===== config.mk =====
export PLATFORM = sky130hd
export DESIGN_NAME = ccs_core_ctrl
export DESIGN_NICKNAME = d
export VERILOG_FILES = /design/src/ccs_pkg.sv /design/src/ccs_ret_stack.sv /design/src/ccs_core_ctrl.sv
export SDC_FILE = /design/constraint.sdc
export NUM_CORES = 1
export LEC_CHECK = 0
export BUFFER_PORTS_ARGS = -buffer_cell sky130_fd_sc_hd__buf_4
export CORE_MARGIN = 2
export CORE_UTILIZATION = 50
export DETAILED_ROUTE_END_ITERATION = 6
export PLACE_DENSITY = 0.73
export SLEW_MARGIN = 20
export SYNTH_ARGS = -nofsm -noshare
export SYNTH_HDL_FRONTEND = slang
export SYNTH_HIERARCHICAL = 1
export SYNTH_SLANG_ARGS = --single-unit

===== constraint.sdc =====
create_clock -name clk_i -period 2.8 [get_ports clk_i]
set_input_delay 0.56 -clock clk_i [delete_from_list [all_inputs] [get_ports clk_i]]
set_output_delay 0.56 -clock clk_i [all_outputs]
set_load 0.01 [all_outputs]

===== src/ccs_pkg.sv =====
// Constants shared by the core control block and its return stack.
// Assumes one 10 MHz clock and an active-low asynchronous reset.
package ccs_pkg;

	// Program counter and return stack geometry
	localparam int          PC_W        = 15;
	localparam int          STACK_DEPTH = 16;
	localparam logic [14:0] RESET_VEC   = 15'h0000;
	localparam logic [14:0] INT_VEC     = 15'h0004;

	// Indirect pointer layout
	localparam int PTR_W       = 16;
	localparam int PROG_SEL_BIT = 15;  // High byte bit 7
	localparam int LINEAR_BIT  = 13;   // Selects the linear GPR view
	localparam int DADDR_W     = 12;
	localparam int PADDR_W     = 15;
	localparam int PDATA_W     = 14;

	// Linear view: 80 GPR bytes per bank after 12 core and 20 SFR bytes
	localparam logic [12:0] GPR_PER_BANK = 13'h0050;
	localparam logic [12:0] GPR_BASE     = 13'h0020;

	// Instruction set size
	localparam logic [5:0] NUM_INSTR = 6'h31;

	// Indirect access sequencer
	typedef enum logic [1:0] {
		IND_IDLE,
		IND_DREAD,
		IND_PFETCH,
		IND_PWAIT
	} ccs_ind_e;

endpackage : ccs_pkg


===== src/ccs_ret_stack.sv =====
// Hardware return-address stack with overflow and underflow detection.
// Assumes push and pop are one-cycle strobes and never both high.
`timescale 1ns/100ps

module ccs_ret_stack #(
	parameter int DEPTH = ccs_pkg::STACK_DEPTH,
	parameter int WIDTH = ccs_pkg::PC_W
) (
	input  wire logic             clk_i,
	input  wire logic             reset_n_i,
	input  wire logic             flush_i,
	input  wire logic             push_i,
	input  wire logic             pop_i,
	input  wire logic [WIDTH-1:0] push_data_i,
	output logic      [WIDTH-1:0] top_o,
	output logic                  overflow_o,
	output logic                  underflow_o
);

	localparam int CNT_W = $clog2(DEPTH + 1);
	localparam int IDX_W = $clog2(DEPTH);

	logic [WIDTH-1:0] mem_q [DEPTH];
	logic [CNT_W-1:0] cnt_q;
	logic [CNT_W-1:0] cnt_m1;
	wire              full  = (cnt_q == CNT_W'(DEPTH));
	wire              empty = (cnt_q == '0);

	// Fault detection; a full push or empty pop leaves the stack as it is
	assign overflow_o  = push_i & full;   // [RL13]
	assign underflow_o = pop_i & empty;   // [RL13]
	assign cnt_m1      = cnt_q - CNT_W'(1);
	assign top_o       = empty ? '0 : mem_q[cnt_m1[IDX_W-1:0]];

	// Storage kept apart from data memory, no reset needed on the array
	always_ff @(posedge clk_i) begin
		if (push_i && !full && !flush_i) begin
			mem_q[cnt_q[IDX_W-1:0]] <= push_data_i;  // [RL1]
		end
	end

	// Occupancy count
	always_ff @(posedge clk_i or negedge reset_n_i) begin
		if (!reset_n_i) begin
			cnt_q <= '0;
		end else if (flush_i) begin
			cnt_q <= '0;
		end else if (push_i && !full) begin
			cnt_q <= cnt_q + CNT_W'(1);
		end else if (pop_i && !empty) begin
			cnt_q <= cnt_m1;
		end
	end

endmodule : ccs_ret_stack


===== src/ccs_core_ctrl.sv =====
// Core control: program counter, return stack, stack faults, interrupt
// context shadows, two indirect pointers and the indirect access sequencer.
// Assumes a decoder upstream gives one-cycle operation strobes, data memory
// reads asynchronously and program memory answers one cycle after a read.
`timescale 1ns/100ps

// Operation
// [RL1] Sixteen-entry, 15-bit return stack, separate storage
// [RL2] Sticky overflow and underflow flags
// [RL3] Optional stack-fault soft reset
// [RL4] Shadow context saved and restored on interrupts
// [RL5] Two 16-bit pointers reach data and program
// [RL6] Program memory indirect read takes extra cycle
// [RL7] Linear GPR view across bank boundaries
// [RL8] Instruction index limited to 49 entries
// [RL9] Direct, indirect and relative addressing supported
// [RL10] 15-bit PC, reset 0000h, interrupt 0004h
// [RL11] Bit 7 of high byte selects program
// [RL12] Indirect writes to program memory ignored
// [RL13] Overflow on full push, underflow empty pop
module ccs_core_ctrl #(
	parameter int CTX_W = 32
) (
	input  wire logic                        clk_i,
	input  wire logic                        reset_n_i,
	input  wire logic                        stk_fault_reset_en_i,
	input  wire logic                        instr_valid_i,
	input  wire logic [5:0]                  instr_idx_i,
	input  wire logic                        pc_inc_i,
	input  wire logic                        jump_i,
	input  wire logic                        branch_i,
	input  wire logic [ccs_pkg::PC_W-1:0]    target_i,
	input  wire logic                        call_i,
	input  wire logic                        ret_i,
	input  wire logic                        int_enter_i,
	input  wire logic                        int_return_i,
	input  wire logic [CTX_W-1:0]            ctx_i,
	input  wire logic                        ovf_clr_i,
	input  wire logic                        unf_clr_i,
	input  wire logic                        ptr_wr_i,
	input  wire logic                        ptr_sel_i,
	input  wire logic                        ptr_byte_hi_i,
	input  wire logic [7:0]                  ptr_wr_data_i,
	input  wire logic                        ind_rd_i,
	input  wire logic                        ind_wr_i,
	input  wire logic                        ind_sel_i,
	input  wire logic [7:0]                  ind_wr_data_i,
	input  wire logic [7:0]                  dmem_rdata_i,
	input  wire logic [ccs_pkg::PDATA_W-1:0] pmem_rdata_i,
	output logic      [ccs_pkg::PC_W-1:0]    pc_o,
	output logic                             stack_overflow_flag_o,
	output logic                             stack_underflow_flag_o,
	output logic                             soft_reset_o,
	output logic                             illegal_instr_o,
	output logic      [CTX_W-1:0]            ctx_restore_o,
	output logic                             ctx_restore_valid_o,
	output logic      [ccs_pkg::PTR_W-1:0]   ptr0_o,
	output logic      [ccs_pkg::PTR_W-1:0]   ptr1_o,
	output logic      [ccs_pkg::DADDR_W-1:0] dmem_addr_o,
	output logic                             dmem_re_o,
	output logic                             dmem_we_o,
	output logic      [7:0]                  dmem_wdata_o,
	output logic      [ccs_pkg::PADDR_W-1:0] pmem_addr_o,
	output logic                             pmem_re_o,
	output logic      [7:0]                  ind_rdata_o,
	output logic                             ind_done_o,
	output logic                             ind_busy_o
);

	logic [ccs_pkg::PC_W-1:0]    pc_q, pc_d;
	logic                        ovf_q, unf_q, srst_q, ill_q;
	logic [CTX_W-1:0]            shadow_q, restore_q;
	logic                        restore_vld_q;
	logic [ccs_pkg::PTR_W-1:0]   ptr0_q, ptr1_q;
	ccs_pkg::ccs_ind_e           st_q, st_d;
	logic [ccs_pkg::DADDR_W-1:0] daddr_q, daddr_d;
	logic [ccs_pkg::PADDR_W-1:0] paddr_q, paddr_d;
	logic                        dre_q, dre_d, dwe_q, dwe_d, pre_q, pre_d;
	logic [7:0]                  dwd_q, dwd_d, rdat_q, rdat_d;
	logic                        done_q, done_d, busy_q, busy_d;
	logic [ccs_pkg::PC_W-1:0]    stk_top;
	logic                        stk_ovf, stk_unf;

	// Stack strobes; a fault reset in flight blocks further stack traffic
	wire stk_push = ~srst_q & (int_enter_i | call_i);
	wire stk_pop  = ~srst_q & ~stk_push & (ret_i | int_return_i);
	wire [ccs_pkg::PC_W-1:0] push_pc = int_enter_i ? pc_q :
	                                   pc_q + ccs_pkg::PC_W'(1);
	wire stk_fault = stk_ovf | stk_unf;

	ccs_ret_stack #(
		.DEPTH (ccs_pkg::STACK_DEPTH),
		.WIDTH (ccs_pkg::PC_W)
	) u_stack (
		.clk_i       (clk_i),
		.reset_n_i   (reset_n_i),
		.flush_i     (srst_q),
		.push_i      (stk_push),
		.pop_i       (stk_pop),
		.push_data_i (push_pc),
		.top_o       (stk_top),
		.overflow_o  (stk_ovf),
		.underflow_o (stk_unf)
	);

	// Pointer decode: program, linear GPR or banked (traditional) address
	wire [ccs_pkg::PTR_W-1:0] sel_ptr = ind_sel_i ? ptr1_q : ptr0_q;
	wire        to_prog  = sel_ptr[ccs_pkg::PROG_SEL_BIT];  // [RL11]
	wire        to_lin   = sel_ptr[ccs_pkg::LINEAR_BIT];
	wire [12:0] lin_off  = sel_ptr[12:0];
	wire [12:0] lin_bank = lin_off / ccs_pkg::GPR_PER_BANK;           // [RL7]
	wire [12:0] lin_rem  = lin_off % ccs_pkg::GPR_PER_BANK;           // [RL7]
	wire [12:0] lin_pos  = lin_rem + ccs_pkg::GPR_BASE;
	wire [ccs_pkg::DADDR_W-1:0] lin_addr = {lin_bank[4:0], lin_pos[6:0]};
	wire [ccs_pkg::DADDR_W-1:0] data_addr = to_lin ? lin_addr :
	                                        sel_ptr[ccs_pkg::DADDR_W-1:0];

	// Program counter next value; fault reset outranks every other source
	always_comb begin
		pc_d = pc_q;
		if (srst_q) begin
			pc_d = ccs_pkg::RESET_VEC;                  // [RL3]
		end else if (int_enter_i) begin
			pc_d = ccs_pkg::INT_VEC;                    // [RL10]
		end else if (call_i || jump_i) begin
			pc_d = target_i;
		end else if (ret_i || int_return_i) begin
			pc_d = stk_top;
		end else if (branch_i) begin
			pc_d = pc_q + target_i;                     // [RL9]
		end else if (pc_inc_i) begin
			pc_d = pc_q + ccs_pkg::PC_W'(1);
		end
	end

	// PC, stack flags and fault reset; a new fault beats a clear
	always_ff @(posedge clk_i or negedge reset_n_i) begin
		if (!reset_n_i) begin
			pc_q   <= ccs_pkg::RESET_VEC;                  // [RL10]
			ovf_q  <= 1'b0;
			unf_q  <= 1'b0;
			srst_q <= 1'b0;
		end else begin
			pc_q   <= pc_d;
			ovf_q  <= stk_ovf | (ovf_q & ~ovf_clr_i);      // [RL2]
			unf_q  <= stk_unf | (unf_q & ~unf_clr_i);      // [RL2]
			srst_q <= stk_fault & stk_fault_reset_en_i;    // [RL3]
		end
	end

	// Instruction index check and interrupt context shadows
	always_ff @(posedge clk_i or negedge reset_n_i) begin
		if (!reset_n_i) begin
			ill_q         <= 1'b0;
			shadow_q      <= '0;
			restore_q     <= '0;
			restore_vld_q <= 1'b0;
		end else begin
			ill_q <= instr_valid_i & (instr_idx_i >= ccs_pkg::NUM_INSTR); // [RL8]
			if (int_enter_i) begin
				shadow_q <= ctx_i;                         // [RL4]
			end
			if (int_return_i) begin
				restore_q <= shadow_q;                     // [RL4]
			end
			restore_vld_q <= int_return_i & ~srst_q;
		end
	end

	// Pointer byte writes; the fault reset clears both pointers
	always_ff @(posedge clk_i or negedge reset_n_i) begin
		if (!reset_n_i) begin
			ptr0_q <= '0;
			ptr1_q <= '0;
		end else if (srst_q) begin
			ptr0_q <= '0;
			ptr1_q <= '0;
		end else if (ptr_wr_i && !ptr_sel_i) begin
			if (ptr_byte_hi_i) ptr0_q[15:8] <= ptr_wr_data_i;  // [RL5]
			else ptr0_q[7:0] <= ptr_wr_data_i;
		end else if (ptr_wr_i && ptr_sel_i) begin
			if (ptr_byte_hi_i) ptr1_q[15:8] <= ptr_wr_data_i;  // [RL5]
			else ptr1_q[7:0] <= ptr_wr_data_i;
		end
	end

	// Indirect sequencer; requests outside IDLE are not taken
	always_comb begin
		st_d    = st_q;
		daddr_d = daddr_q;
		paddr_d = paddr_q;
		dwd_d   = dwd_q;
		rdat_d  = rdat_q;
		dre_d   = 1'b0;
		dwe_d   = 1'b0;
		pre_d   = 1'b0;
		done_d  = 1'b0;
		busy_d  = busy_q;
		unique case (st_q)
			ccs_pkg::IND_IDLE: begin
				if (ind_rd_i && to_prog) begin
					paddr_d = sel_ptr[ccs_pkg::PADDR_W-1:0];  // [RL5]
					pre_d   = 1'b1;
					busy_d  = 1'b1;
					st_d    = ccs_pkg::IND_PFETCH;
				end else if (ind_rd_i) begin
					daddr_d = data_addr;                     // [RL5]
					dre_d   = 1'b1;
					busy_d  = 1'b1;
					st_d    = ccs_pkg::IND_DREAD;
				end else if (ind_wr_i && to_prog) begin
					done_d  = 1'b1;                          // [RL12]
				end else if (ind_wr_i) begin
					daddr_d = data_addr;
					dwd_d   = ind_wr_data_i;
					dwe_d   = 1'b1;
					done_d  = 1'b1;
				end
			end
			ccs_pkg::IND_DREAD: begin
				rdat_d = dmem_rdata_i;
				done_d = 1'b1;
				busy_d = 1'b0;
				st_d   = ccs_pkg::IND_IDLE;
			end
			ccs_pkg::IND_PFETCH: begin
				st_d = ccs_pkg::IND_PWAIT;                   // [RL6]
			end
			ccs_pkg::IND_PWAIT: begin
				rdat_d = pmem_rdata_i[7:0];                  // [RL11]
				done_d = 1'b1;
				busy_d = 1'b0;
				st_d   = ccs_pkg::IND_IDLE;
			end
		endcase
		if (srst_q) begin
			st_d   = ccs_pkg::IND_IDLE;
			busy_d = 1'b0;
			done_d = 1'b0;
			dre_d  = 1'b0;
			dwe_d  = 1'b0;
			pre_d  = 1'b0;
		end
	end

	// Sequencer registers drive the memory ports directly
	always_ff @(posedge clk_i or negedge reset_n_i) begin
		if (!reset_n_i) begin
			st_q    <= ccs_pkg::IND_IDLE;
			daddr_q <= '0;
			paddr_q <= '0;
			dwd_q   <= '0;
			rdat_q  <= '0;
			dre_q   <= 1'b0;
			dwe_q   <= 1'b0;
			pre_q   <= 1'b0;
			done_q  <= 1'b0;
			busy_q  <= 1'b0;
		end else begin
			st_q    <= st_d;
			daddr_q <= daddr_d;
			paddr_q <= paddr_d;
			dwd_q   <= dwd_d;
			rdat_q  <= rdat_d;
			dre_q   <= dre_d;
			dwe_q   <= dwe_d;
			pre_q   <= pre_d;
			done_q  <= done_d;
			busy_q  <= busy_d;
		end
	end

	// Outputs straight from flip-flops
	assign pc_o                   = pc_q;
	assign stack_overflow_flag_o  = ovf_q;
	assign stack_underflow_flag_o = unf_q;
	assign soft_reset_o           = srst_q;
	assign illegal_instr_o        = ill_q;
	assign ctx_restore_o          = restore_q;
	assign ctx_restore_valid_o    = restore_vld_q;
	assign ptr0_o                 = ptr0_q;
	assign ptr1_o                 = ptr1_q;
	assign dmem_addr_o            = daddr_q;
	assign dmem_re_o              = dre_q;
	assign dmem_we_o              = dwe_q;
	assign dmem_wdata_o           = dwd_q;
	assign pmem_addr_o            = paddr_q;
	assign pmem_re_o              = pre_q;
	assign ind_rdata_o            = rdat_q;
	assign ind_done_o             = done_q;
	assign ind_busy_o             = busy_q;

endmodule : ccs_core_ctrl


* After elaboration in Yosys (flattened, before gate mapping)
Memory sizes are Yosys's and may differ from the RTL's.
Index checks and enable logic that the tools add are counted.
W data, S select, Z words.
** Storage, ports and cells
- RAM bits :: 240
- Word-level logic and storage cells :: 146
- Bits in read-only memories :: 0
- Bits of input ports :: 110
- Memories kept :: 1
- Output and inout bits :: 132
- Flip-flop bits (word level) :: 171
- Latch bits :: 0
** Operators by class
- Div/mod/pow operators :: 2
- Equal/unequal tests :: 8
- $mul :: 0
- Shift operators :: 0
- $lt $le $gt $ge :: 1
- Reduce and logical (&&, ||, !) cells :: 32
- Multiplexer cells :: 52
- $add $sub $neg :: 5
- Bitwise gates (word level) :: 22
** Memory list
- u_stack.mem_q :: words 16, width 15, rd ports 1, clocked after memory_dff 0, wr ports 1, line ccs_ret_stack.sv:23 : logic [WIDTH-1:0] mem_q [DEPTH];
** Operator list (number)
- $mux W15 :: 8
- $mux W16 :: 6
- $mux W12 :: 4
- $mux W1 :: 22
- $mux W8 :: 2
- $pmux W8 S2 :: 1
- $add A15 B1 Y15 const B :: 1
- $add A15 B15 Y15 :: 1
- $mux W5 :: 3
- $div A13 B7 Y13 const B :: 1
- $mod A13 B7 Y13 const B :: 1
- $and A1 B1 Y1 :: 10
- $reduce_bool A2 Y1 :: 5
- $reduce_and A2 Y1 :: 4
- $add A7 B6 Y7 const B :: 1
- $logic_and A1 B1 Y1 :: 7
- $not A1 Y1 :: 7
- $ge A6 B6 Y1 const B :: 1
- $mux W2 :: 3
- $pmux W2 S3 :: 1
- $reduce_and A3 Y1 :: 2
- $reduce_bool A3 Y1 :: 2
- $reduce_bool A6 Y1 :: 1
- $add A5 B1 Y5 const B :: 1
- 16 further kinds :: 27

* Depth between registers and ports, before layout
Gate-level depths: netlist of run 1.
- Depth in word-level cells :: 9
- Gate-level depth with buffers :: 14

* Modules after synthesis
Netlist of run 1, hierarchy kept.
** Modules (own cells, without submodules)
- ccs_ret_stack :: area an instance 9686.8 µm², sequential area each 7332.0 µm², cells an instance 443, times used 1
- ccs_core_ctrl :: area an instance 8913.5 µm², sequential area each 4154.0 µm², cells an instance 891, times used 1

* Worst setup path after synthesis of run 1
OpenSTA, ideal clock, no wires.
- Path type :: input-to-reg
- From :: input target_i[0] (netlist bit)
- To :: register pc_q (netlist bit pc_o[14])
- Buffers on the path :: 0
- Path slack :: -220 ps
- Setup time :: 121 ps
- Data arrival time :: 2899 ps
- Stages on the path :: 12
- Cells stage by stage :: ha_1 > fa_1 > a21o_1 > a21oi_1 > o21ai_0 > a31oi_1 > o21ai_0 > a21o_1 > nand4b_1 > nor3b_1 > o311ai_0 > a22o_1
** On the way
- Longest elaborated chain between the ends :: 6
** Ends and longest elaborated chain
- start, declared :: line ccs_core_ctrl.sv:32 : input wire logic [ccs_pkg::PC_W-1:0] target_i,
- $add A15 B15 Y15 :: line ccs_core_ctrl.sv:130 : pc_d = pc_q + target_i;
- $mux W15 :: line ccs_core_ctrl.sv:129 : end else if (branch_i) begin
- $mux W15 :: line ccs_core_ctrl.sv:127 : end else if (ret_i || int_return_i) begin
- $mux W15 :: line ccs_core_ctrl.sv:125 : end else if (call_i || jump_i) begin
- $mux W15 :: line ccs_core_ctrl.sv:123 : end else if (int_enter_i) begin
- $mux W15 :: line ccs_core_ctrl.sv:121 : if (srst_q) begin
- end signal, assigned :: line ccs_core_ctrl.sv:139 : pc_q <= ccs_pkg::RESET_VEC;
- end signal, assigned :: line ccs_core_ctrl.sv:144 : pc_q <= pc_d;
- end, declared :: line ccs_core_ctrl.sv:70 : logic [ccs_pkg::PC_W-1:0] pc_q, pc_d;
Every way passes these cells.
A chain may end at the register's enable or synchronous reset.

* Final worst setup path of run 1
- From :: register ptr1_q (netlist bit ptr1_o[10])
- To :: register daddr_q (netlist bit dmem_addr_o[4])
** On the way
- Longest elaborated chain between the ends :: 7
** Ends and longest elaborated chain
- start, declared :: line ccs_core_ctrl.sv:74 : logic [ccs_pkg::PTR_W-1:0] ptr0_q, ptr1_q;
- $mux W16 (*) :: line ccs_core_ctrl.sv:107 : wire [ccs_pkg::PTR_W-1:0] sel_ptr = ind_sel_i ? ptr1_q : ptr0_q;
- $mod A13 B7 Y13 (*) :: line ccs_core_ctrl.sv:112 : wire [12:0] lin_rem = lin_off % ccs_pkg::GPR_PER_BANK;
- $add A7 B6 Y7 (*) :: line ccs_core_ctrl.sv:113 : wire [12:0] lin_pos = lin_rem + ccs_pkg::GPR_BASE;
- $mux W12 (*) :: line ccs_core_ctrl.sv:115 : wire [ccs_pkg::DADDR_W-1:0] data_addr = to_lin ? lin_addr :
- $mux W12 :: line ccs_core_ctrl.sv:213 : end else if (ind_wr_i) begin
- $mux W12 :: line ccs_core_ctrl.sv:211 : end else if (ind_wr_i && to_prog) begin
- $mux W12 (*) :: line ccs_core_ctrl.sv:206 : end else if (ind_rd_i) begin
- end signal, assigned :: line ccs_core_ctrl.sv:261 : daddr_q <= daddr_d;
- end, declared :: line ccs_core_ctrl.sv:76 : logic [ccs_pkg::DADDR_W-1:0] daddr_q, daddr_d;
Every way passes the cells marked *; elsewhere a longest branch is shown, timed or not. The select of a mux whose other input is x is not followed.

==> impl_metrics.csv, run 1 <==
group,metric,value,unit
worst_setup_path,critPathSlowestCell,"o311ai_2",
global_routing,grt_use_met1,36.06,%
yosys,synth_area_leader_cell,"edfxtp_1",
floorplan,fp-row-count,70,
drt,drc,0,
worst_setup_path,end_kind,"flip-flop",
yosys,ys_top_cells_by_area,"edfxtp_1 (39%), dfrtp_1 (23%), mux4_2 (7.3%)",
yosys,synth_fp_nets,1465,
power_and_ir_drop,seq_power_share,34.1,%
sta,finalClockSkew,30.28,ps
placement,numPortBuffers,235,
power_and_ir_drop,power_density,1075,nW/µm²
drt,antenna_left,0,
run,cap_violations,0,
yosys,synth_ff_type,"edfxtp_1",
worst_setup_path,path_buf_inv,2,
clock_network,cts_buffers,43,
worst_setup_path,critPathKind,"flip-flop to flip-flop",
global_routing,met3_usage,5.322,%
worst_setup_path,crit_family,"compound AO/OA/AOI/OAI gates",
sta,fmax,363.3,MHz
clock_network,clk_pin_slew,60,ps
power_and_ir_drop,switchingPower,0.009132,W
yosys,async_flop_share,41.61,%
sta,max-slew-margin-rel,47.15,%
layout,nets,1836,
yosys,synth.distinct_cells,84,
drt,drt_iter0_drc,1034,
sta,whs,212.3,ps
power_and_ir_drop,p_sw_share,36.12,%
sta,drv_slew,0,
clock_network,insertion_delay,580,ps
global_routing,busiest_layer,"met2",
yosys,avgSynthCellArea,13.94,µm²
yosys,synth_edf_count,240,
yosys,syn-cell-area,18600,µm²
sta,hold_violations,0,
floorplan,die_h,196.9,µm
worst_setup_path,path_cells,"mux2i_1 > buf_4 > buf_4 > nor2_1 > nor3_1 > o311ai_2 > o21ai_4 > mux2i_1 > a22oi_1 > o2111ai_2 > xnor2_1 > o21ai_1",
clock_network,cts_sinks,411,
sta,worstMarginPinSlew,788.9,ps
floorplan,fp.dieW,196.9,µm
drt,viasPerCell,5.832,
floorplan,core_area,36610,µm²
worst_setup_path,worstPathArrival,3190,ps
global_routing,grt_pass1_vias,12810,
global_routing,met2_usage,40.90,%
global_routing,antenna_found_initial,1,
yosys,yosys_warnings,6,
sta,tns,0,ps
power_and_ir_drop,comb_power_share,44.5,%
placement,placed_area,21920,µm²
clock_network,cts_root_buf,"clkbuf_16",
sta,period_share,98.30,%
sta,finalSetupViolCount,0,
clock_network,cts_tree,"done",
layout,final_cell_mix,"buf_4 (384), edfxtp_1 (240), dfrtp_1 (168)",
global_routing,grt_pass1_wl,75120,µm
worst_setup_path,startpoint_type,"flip-flop",
layout,final_area,23520,µm²
yosys,synth.top_cell.area_share,38.75,%
worst_setup_path,cp_max_fo,12,
drt,num_vias,12870,
worst_setup_path,cp.required,3240,ps
layout,drive_above_1_share,38.74,%
global_routing,gr-usage-all-layers,25.69,%
global_routing,grt_max_degree,66,
drt,drtPass1Iterations,5,
clock_network,htreeDepth,2,
layout,syn2layout_area_growth,26.44,%
floorplan,initial_utilization,50.81,%
hold_path,hold_class,"input pin to flip-flop",
power_and_ir_drop,power_leakage,9.578,nW
power_and_ir_drop,ir_drop,0.5278,mV
sta,rsz0062_at_grt,"yes",
floorplan,dieArea,38760,µm²
placement,hpwl,34020,µm
yosys,ys_seq_elements,411,
worst_setup_path,critPathMaxStageDelay,510,ps
drt,routedWlPerCell,22.49,µm
global_routing,grt_overflow,0,
clock_network,cts_buffer_depth,3,
yosys,synthCells,1334,
floorplan,io_pins,242,
sta,finalCriticalPeriod,2752,ps
placement,routabilityCongestion,0.9465,
layout,n_fill_cell,2721,
layout,final_common_cell,"buf_4",
outcome,status,"complete, no violations",
power_and_ir_drop,p_int,0.01615,W
yosys,ys_seq_area_share,61.75,%
drt,finalWirelength,49610,µm
power_and_ir_drop,clkPwrFrac,21.3,%
layout make-up:
type | instances | area [µm²] | share of cell area (%)
Antenna cell | 1 | 2.502 | 0.01064
Clock inverter | 20 | 142.6 | 0.6065
Timing Repair Buffer | 398 | 3109 | 13.22
Tap cell | 468 | 585.6 | 2.490
Inverter | 12 | 45.04 | 0.1915
Sequential cell | 411 | 11490 | 48.86
Multi-Input combinational cell | 839 | 6962 | 29.60
Clock buffer | 57 | 1180 | 5.017
logic make-up (layout without fill, tap and decap cells):
logic type | Yosys count | after routing | synth area share [%]
adder cells (fa/ha/maj) | 21 | 21 | 1.453
buffers and inverters | 85 | 487 | 2.253
other | 0 | 1 | 0
flip-flops | 411 | 411 | 61.75
multiplexers | 202 | 202 | 15.68
XOR/XNOR | 41 | 41 | 2.011
AND/OR/NAND/NOR | 311 | 311 | 7.958
AO/OA/AOI/OAI | 263 | 264 | 8.893
worst paths after layout:
check	startpoint	to	slack (ps)	cells past startpoint
max	ptr1_o[10]	dmem_addr_o[4]	50	12
min	stk_fault_reset_en_i	soft_reset_o	210	2
max reg2reg	ptr1_o[10]	dmem_addr_o[4]	50	12
min reg2reg	dmem_addr_o[10]	dmem_addr_o[10]	480	2
max in group asynchronous	reset_n_i	ctx_restore_o[18]	1510	3
min in group asynchronous	reset_n_i	pc_o[4]	500	2
power groups by stage:
stage          logic, W  clock network, W  registers (W)
2_1_floorplan   0.00620                 0        0.00878
3_3_place_gp     0.0106                 0        0.00864
3_5_place_dp     0.0108                 0        0.00872
4_1_cts          0.0109           0.00550        0.00861
5_1_grt          0.0120           0.00573        0.00876
6_report         0.0113           0.00539        0.00863
cells in the mapped netlist, types with 8 or more instances:
cell and instances:
nand2_1 107, buf_1 12, mux2_2 79, clkbuf_1 34, dfrtp_1 171, a21o_1 11
mux4_2 60, o22ai_1 17, buf_2 10, a31oi_1 10, nand2b_1 18, xnor2_1 23
xor2_1 16, nor3_1 29, a211oi_1 19, mux2i_1 55, ha_1 20, nand3_1 16
inv_1 12, a21oi_1 55, nor2_1 85, buf_4 9, edfxtp_1 240, or3_1 8
o21ai_0 92
per-stage QoR:
stage / std cells / setup WS (ps) / utilization, % / total power [W]
2_1_floorplan: 1334 / -59.25 / - / 0.01498
3_5_place_dp: 2125 / -422.1 / 59.88 / 0.01949
3_3_place_gp: 2125 / -312.1 / 59.88 / 0.01926
4_1_cts: 2203 / 14.15 / 63.61 / 0.02499
6_report: 2206 / 47.68 / 64.24 / 0.02528
5_1_grt: 2205 / -36.03 / 64.23 / 0.02653
timing repair:
action / in CTS / in global routing
hold endpoints to repair: 43 / 0
cloned: 0 / 1
setup endpoints to repair: 36 / 47
hold buffers: 1 / 0
buffers inserted: 0 / 1
pin swaps: 1 / 13
resized for setup: 6 / 41
routing by layer:
layer / part of all wire, % / wire length, µm / vias to the layer above
met5: 0 / 0 / -
met4: 2.7 / 1329 / 0
met3: 7.4 / 3664 / 96
met2: 48 / 23740 / 495
met1: 42 / 20880 / 6450
li1: - / - / 5825
registers in the layout, indices dropped and copies added (netlist names), 2 cells and up:
register and count:
ctx_restore_o 32, ind_rdata_o 8, pmem_addr_o 15, st_q 2, ptr1_o 16, dmem_addr_o 12, u_stack/cnt_q 5, dmem_wdata_o 8
ptr0_o 16, u_stack/mem_q 240, pc_o 15, shadow_q 32
Note: power is estimated with default switching activity, not from simulation.
==> inputs of run 2 (changes only) <==
- PLACE_DENSITY: 0.73 -> 0.71
- clock period: 2.8 -> 2.75 ns (I/O delays scaled with it)
==> run 2 against run 1 <==
Net effect:
- sequential share of layout area down 0.47 points
- clock power increased by 6.9%
- cell count up 0.82%
- final area increased by 0.98%
- via count increased by 0.85%
- utilization grew 0.63 points
- combinational power rose by 5%
- register-to-register slack better by 60 ps
- setup slack better by 59 ps
- first-iteration DRC count decreased by 3.3%
- critical endpoint is now dmem_addr_o[5]
- largest cell class unchanged
==> impl_metrics.csv, run 2 (synthesized netlist as in run 1, its figures left out) <==
group,metric,value,unit
outcome,status,"complete, no violations",
layout,syn2layout_area_growth,27.69,%
global_routing,gr-usage-all-layers,25.66,%
clock_network,htreeDepth,2,
worst_setup_path,timing.rr.start,"ptr1_o[8]",
hold_path,hp-start,"stk_fault_reset_en_i",
sta,tns,0,ps
worst_setup_path,r2r_end,"dmem_addr_o[5]",
sta,finalSetupViolCount,0,
global_routing,grt_pass1_vias,12750,
global_routing,grt_overflow,0,
drt,drc,0,
placement,numPortBuffers,235,
worst_setup_path,startpoint_type,"flip-flop",
placement,hpwl,34170,µm
sta,fmax,378.3,MHz
sta,finalCriticalPeriod,2643,ps
layout,n_fill_cell,2713,
clock_network,cts_sinks,411,
sta,drv_slew,0,
drt,drtPass1Iterations,5,
layout,final_cell_mix,"buf_4 (403), edfxtp_1 (240), dfrtp_1 (166)",
floorplan,io_pins,242,
power_and_ir_drop,p_total,0.02642,W
clock_network,cts_buffer_depth,3,
sta,rsz0062_at_grt,"yes",
drt,antenna_left,0,
floorplan,fp.dieW,196.9,µm
power_and_ir_drop,p_sw_share,35.98,%
clock_network,cts_root_buf,"clkbuf_16",
power_and_ir_drop,switchingPower,0.009507,W
layout,insertedDiodeCount,0,
placement,dp.cells,2136,
floorplan,core_area,36610,µm²
clock_network,cts_tree,"done",
global_routing,antenna_found_initial,1,
floorplan,fp-row-count,70,
sta,period_share,96.12,%
floorplan,die_h,196.9,µm
global_routing,grt_pass1_wl,74840,µm
drt,viasPerCell,5.835,
drt,num_vias,12980,
worst_setup_path,cp_max_fo,8,
drt,drt_iter0_drc,1000,
clock_network,insertion_delay,600,ps
clock_network,clk_pin_slew,60,ps
placement,routabilityCongestion,0.8792,
layout,nets,1855,
floorplan,dieArea,38760,µm²
hold_path,hold_class,"input pin to flip-flop",
power_and_ir_drop,ir_drop,0.5679,mV
power_and_ir_drop,comb_power_share,45.0,%
layout,utilization,64.87,%
worst_setup_path,endpoint,"dmem_addr_o[5]",
layout,stdcell_count,2224,
clock_network,cts_buffers,44,
drt,finalWirelength,49660,µm
layout,final_common_cell,"buf_4",
worst_setup_path,end_kind,"flip-flop",
power_and_ir_drop,power_leakage,9.709,nW
power_and_ir_drop,power_density,1113,nW/µm²
power_and_ir_drop,seq_power_share,33.2,%
worst_setup_path,reg2regPathDepth,11,
worst_setup_path,worstPathArrival,3160,ps
worst_setup_path,critPathKind,"flip-flop to flip-flop",
floorplan,initial_utilization,50.81,%
worst_setup_path,crit_path_start,"ptr1_o[8]",
power_and_ir_drop,p_int,0.01692,W
sta,finalClockSkew,21.71,ps
worst_setup_path,r2r_setup_slack,110,ps
sta,max-slew-margin-rel,43.94,%
layout,drive_above_1_share,39.52,%
sta,hold_violations,0,
global_routing,grt_max_degree,69,
run,cap_violations,0,
layout,largest_reg_flops,240,
power_and_ir_drop,clkPwrFrac,21.8,%
sta,worstMarginPinSlew,836.8,ps
drt,routedWlPerCell,22.33,µm
worst_setup_path,cp.required,3270,ps
run 2: cell count changes in the layout (fill, tap and decap cells not counted), moves of 3 or more:
cell       change
buf_4         +19
clkinv_2       -4
o21ai_1        +4
a31oi_2        +3
buf_6          -3
clkinv_16      +3
o21ai_0        -3
xor2_1         +3
xor2_2         -3
run 2: layout make-up:
class / instances / area, µm² / area share [%]
multi-input combinational: 839 / 6937 / 29.21
clock buffer: 59 / 1219 / 5.131
timing repair buffer: 416 / 3258 / 13.72
clock inverter: 19 / 211.5 / 0.8903
sequential: 411 / 11490 / 48.40
tap: 468 / 585.6 / 2.465
inverter: 12 / 45.04 / 0.1897
run 2: worst min path at each step:
stage	to	slack [ps]	depth (start not counted)
final	soft_reset_o	180	2
after global routing	soft_reset_o	150	2
after CTS	soft_reset_o	150	2
after detailed placement	stack_underflow_flag_o	470	1
after global placement	stack_underflow_flag_o	460	1
after floorplan	ctx_restore_o[0]	250	0
run 2: power by group through the flow:
stage | logic, W | clock network (W) | registers, W
2_1_floorplan | 0.00632 | 0 | 0.00894
3_3_place_gp | 0.0113 | 0 | 0.00879
3_5_place_dp | 0.0114 | 0 | 0.00885
4_1_cts | 0.0115 | 0.00589 | 0.00875
5_1_grt | 0.0128 | 0.00613 | 0.00891
6_report | 0.0119 | 0.00576 | 0.00877
run 2: per-stage QoR:
stage / hold WS (ps) / setup slack (ps) / instance area (µm²)
2_1_floorplan: 254.4 / -99.25 / 18630
3_3_place_gp: 461.8 / -408.8 / 22030
3_5_place_dp: 471.8 / -396.9 / 22050
4_1_cts: 145.4 / 2.739 / 23510
5_1_grt: 152.4 / -84.92 / 23750
6_report: 180.4 / 106.7 / 23750
run 2: timing repair:
action / CTS / global route
gates resized for setup: 3 / 42
gates cloned: 0 / 1
hold buffers: 1 / 0
pin swaps: 0 / 18
endpoints found under the setup margin: 33 / 45
endpoints found under the hold margin: 14 / 0
setup buffers: 0 / 8
run 2: critical path: stages (launching register included):
cell and delay, ps:
dfrtp_1 430, mux2i_2 190, buf_6 170, nand2_1 90
or4_1 420, a31o_1 250, a31o_2 300, inv_1 100
a21oi_1 50, or3_1 310, a31oi_1 130, o22a_1 140
run 2: per-layer routing:
layer  track usage [%]  share of wire (%)  vias up
met5                 0              0.026        -
li1                  -                  -     5866
met3             5.133                7.6       82
met2             39.69                 47      506
met1             37.43                 43     6520
met4             6.795                2.2        2
==> inputs of run 3 (changes only) <==
- CORE_UTILIZATION: 50 -> 55
- PLACE_DENSITY: 0.71 -> 0.76
- SETUP_SLACK_MARGIN: default -> 0.15
==> run 3 against run 2 <==
Net effect:
- routed wire length rose by 5.1%
- global-route usage rose by 3.6 points
- setup slack got worse by 28 ps
- sequential share of layout area fell by 1.7 points
- maximum frequency fell by 1.0%
- largest cell class unchanged
- hold slack improved by 43 ps
- die area fell by 8.9%
- first-iteration DRC count rose by 21%
- flip-flop and latch count did not move
- total power rose by 6.0%
- critical path depth rose by 1
==> impl_metrics.csv, run 3 (synthesized netlist as in run 1, its figures left out) <==
group,metric,value,unit
sta,rsz0062_at_grt,"yes",
sta,finalSetupViolCount,0,
layout,n_fill_cell,2112,
global_routing,grt_overflow,0,
worst_setup_path,reg2regPathDepth,12,
drt,drt_iter0_drc,1209,
drt,antenna_left,0,
drt,finalWirelength,52210,µm
worst_setup_path,worstPathArrival,3120,ps
global_routing,met2_usage,47.25,%
power_and_ir_drop,switchingPower,0.01007,W
floorplan,die_h,187.9,µm
worst_setup_path,critPathMaxStageDelay,420,ps
floorplan,fp-row-count,67,
worst_setup_path,path_cells,"ha_4 > fa_2 > a21o_1 > a21oi_2 > o21ai_2 > a31oi_2 > o21ai_2 > a21o_1 > a21oi_2 > nor3b_4 > a21o_1 > a22o_1",
power_and_ir_drop,seq_power_share,31.5,%
sta,drv_slew,0,
sta,hold_violations,0,
floorplan,core_area,33450,µm²
clock_network,cts_buffer_depth,3,
clock_network,cts_tree,"done",
clock_network,cts_buffers,43,
sta,finalClockSkew,27.94,ps
layout,utilization,73.66,%
global_routing,grt_max_degree,54,
worst_setup_path,cp_common_cell,"a21o_1",
placement,numPortBuffers,235,
global_routing,grt_use_met1,39.96,%
worst_setup_path,timing.rr.start,"pc_o[0]",
layout,ff_latch_area,11500,µm²
layout,syn2layout_area_growth,32.46,%
global_routing,gr-usage-all-layers,29.28,%
global_routing,antenna_found_initial,5,
global_routing,busiest_layer,"met2",
worst_setup_path,crit_path_start,"pc_o[0]",
worst_setup_path,cp.required,3200,ps
clock_network,cts_root_buf,"clkbuf_16",
worst_setup_path,r2r_setup_slack,80,ps
placement,routabilityCongestion,0.9001,
power_and_ir_drop,p_sw_share,35.95,%
clock_network,htreeDepth,2,
worst_setup_path,cp_max_fo,2,
drt,drc,0,
global_routing,grt_pass1_wl,78780,µm
drt,viasPerCell,6.047,
layout,largest_reg_flops,240,
placement,hpwl,34540,µm
floorplan,fp.dieW,187.9,µm
sta,worstMarginPinSlew,767.9,ps
power_and_ir_drop,comb_power_share,46.9,%
worst_setup_path,critPathSlowestCell,"dfrtp_1",
global_routing,grt_pass1_vias,13560,
global_routing,met3_usage,5.821,%
drt,drtPass1Iterations,5,
outcome,status,"complete, no violations",
clock_network,insertion_delay,560,ps
layout,drive_above_1_share,44.20,%
layout,multi_input_area,7361,µm²
floorplan,dieArea,35310,µm²
power_and_ir_drop,ir_drop,0.6487,mV
worst_setup_path,r2r_end,"pc_o[14]",
clock_network,cts_sinks,411,
power_and_ir_drop,power_leakage,10.03,nW
hold_path,hold_class,"input pin to flip-flop",
sta,fmax,374.4,MHz
sta,period_share,97.13,%
clock_network,clk_pin_slew,70,ps
layout,final_cell_mix,"buf_4 (414), edfxtp_1 (240), dfrtp_1 (165)",
power_and_ir_drop,p_int,0.01794,W
power_and_ir_drop,power_density,1137,nW/µm²
layout,nets,1890,
run,cap_violations,0,
sta,whs,223.2,ps
sta,finalCriticalPeriod,2671,ps
power_and_ir_drop,clkPwrFrac,21.6,%
worst_setup_path,end_kind,"flip-flop",
worst_setup_path,critPathKind,"flip-flop to flip-flop",
floorplan,io_pins,242,
layout,final_common_cell,"buf_4",
sta,max-slew-margin-rel,48.55,%
worst_setup_path,endpoint,"pc_o[14]",
worst_setup_path,startpoint_type,"flip-flop",
drt,num_vias,13570,
drt,routedWlPerCell,23.27,µm
floorplan,initial_utilization,55.61,%
[run 3: changes by cell type in the layout (fill, tap and decap cells not counted), moves of 7 or more]
cell and delta:
buf_4 +11, nor2_1 -7, buf_12 +10, buf_6 +12, o21ai_0 -8
[run 3: through the flow]
| step | worst slack [ps] | area (µm²) | std cells | TNS [ps] | power (W) |
|---|---|---|---|---|---|
| after CTS | 41.14 | 24090 | 2225 | 0 | 0.02710 |
| after detailed placement | -430.3 | 22120 | 2114 | -3018 | 0.02022 |
| after global routing | -9.513 | 24630 | 2243 | -24.10 | 0.02924 |
| after floorplan | -83.79 | 18690 | 1334 | -10090 | 0.01531 |
| after global placement | -387.6 | 22120 | 2114 | -2767 | 0.01994 |
| final | 79.01 | 24640 | 2244 | 0 | 0.02801 |
[run 3: worst min path at each step]
stage | startpoint | end | slack, ps | cells past startpoint
after floorplan | reset_n_i | ctx_restore_o[0] | 250 | 0
after global placement | stack_underflow_flag_o | stack_underflow_flag_o | 460 | 1
after detailed placement | stack_underflow_flag_o | stack_underflow_flag_o | 470 | 1
after CTS | stk_fault_reset_en_i | soft_reset_o | 200 | 2
after global routing | stk_fault_reset_en_i | soft_reset_o | 210 | 2
final | stk_fault_reset_en_i | soft_reset_o | 220 | 2
[run 3: routing by layer]
| metal | routed length (µm) | vias up |
|---|---|---|
| li1 | - | 5957 |
| met1 | 20550 | 6871 |
| met2 | 25430 | 608 |
| met3 | 4348 | 128 |
| met4 | 1840 | 6 |
| met5 | 45 | - |
[run 3: area by class of cell]
class                      instances  share of cell area [%]
clock inverter                    28                   1.325
inverter                          12                  0.1828
multi-input combinational        841                   29.88
timing repair buffer             450                   14.94
antenna                            2                 0.02031
sequential                       411                   46.66
clock buffer                      52                   4.718
tap                              448                   2.275
[run 3: power groups by stage]
stage | Sequential [W] | Combinational (W) | Clock, W
floorplan | 0.00894 | 0.00637 | 0
global placement | 0.00879 | 0.0112 | 0
detailed placement | 0.00888 | 0.0113 | 0
CTS | 0.00880 | 0.0122 | 0.00614
global route | 0.00893 | 0.0139 | 0.00639
finish | 0.00882 | 0.0131 | 0.00606
[run 3: timing repair]
item,in CTS,in global routing
buffers inserted,27,15
setup endpoints to repair,96,51
gates resized for setup,42,93
endpoints found under the hold margin,12,0
pin swaps,22,57
hold buffers,1,0
cloned,3,2
[run 3: critical path: cells and delay by family (launching register included)]
family,cells,cell delay [ps]
DFF,1,420
adders and majority gates,2,530
and+or+nand+nor,1,70
AOI/OAI and AO/OA,9,1530
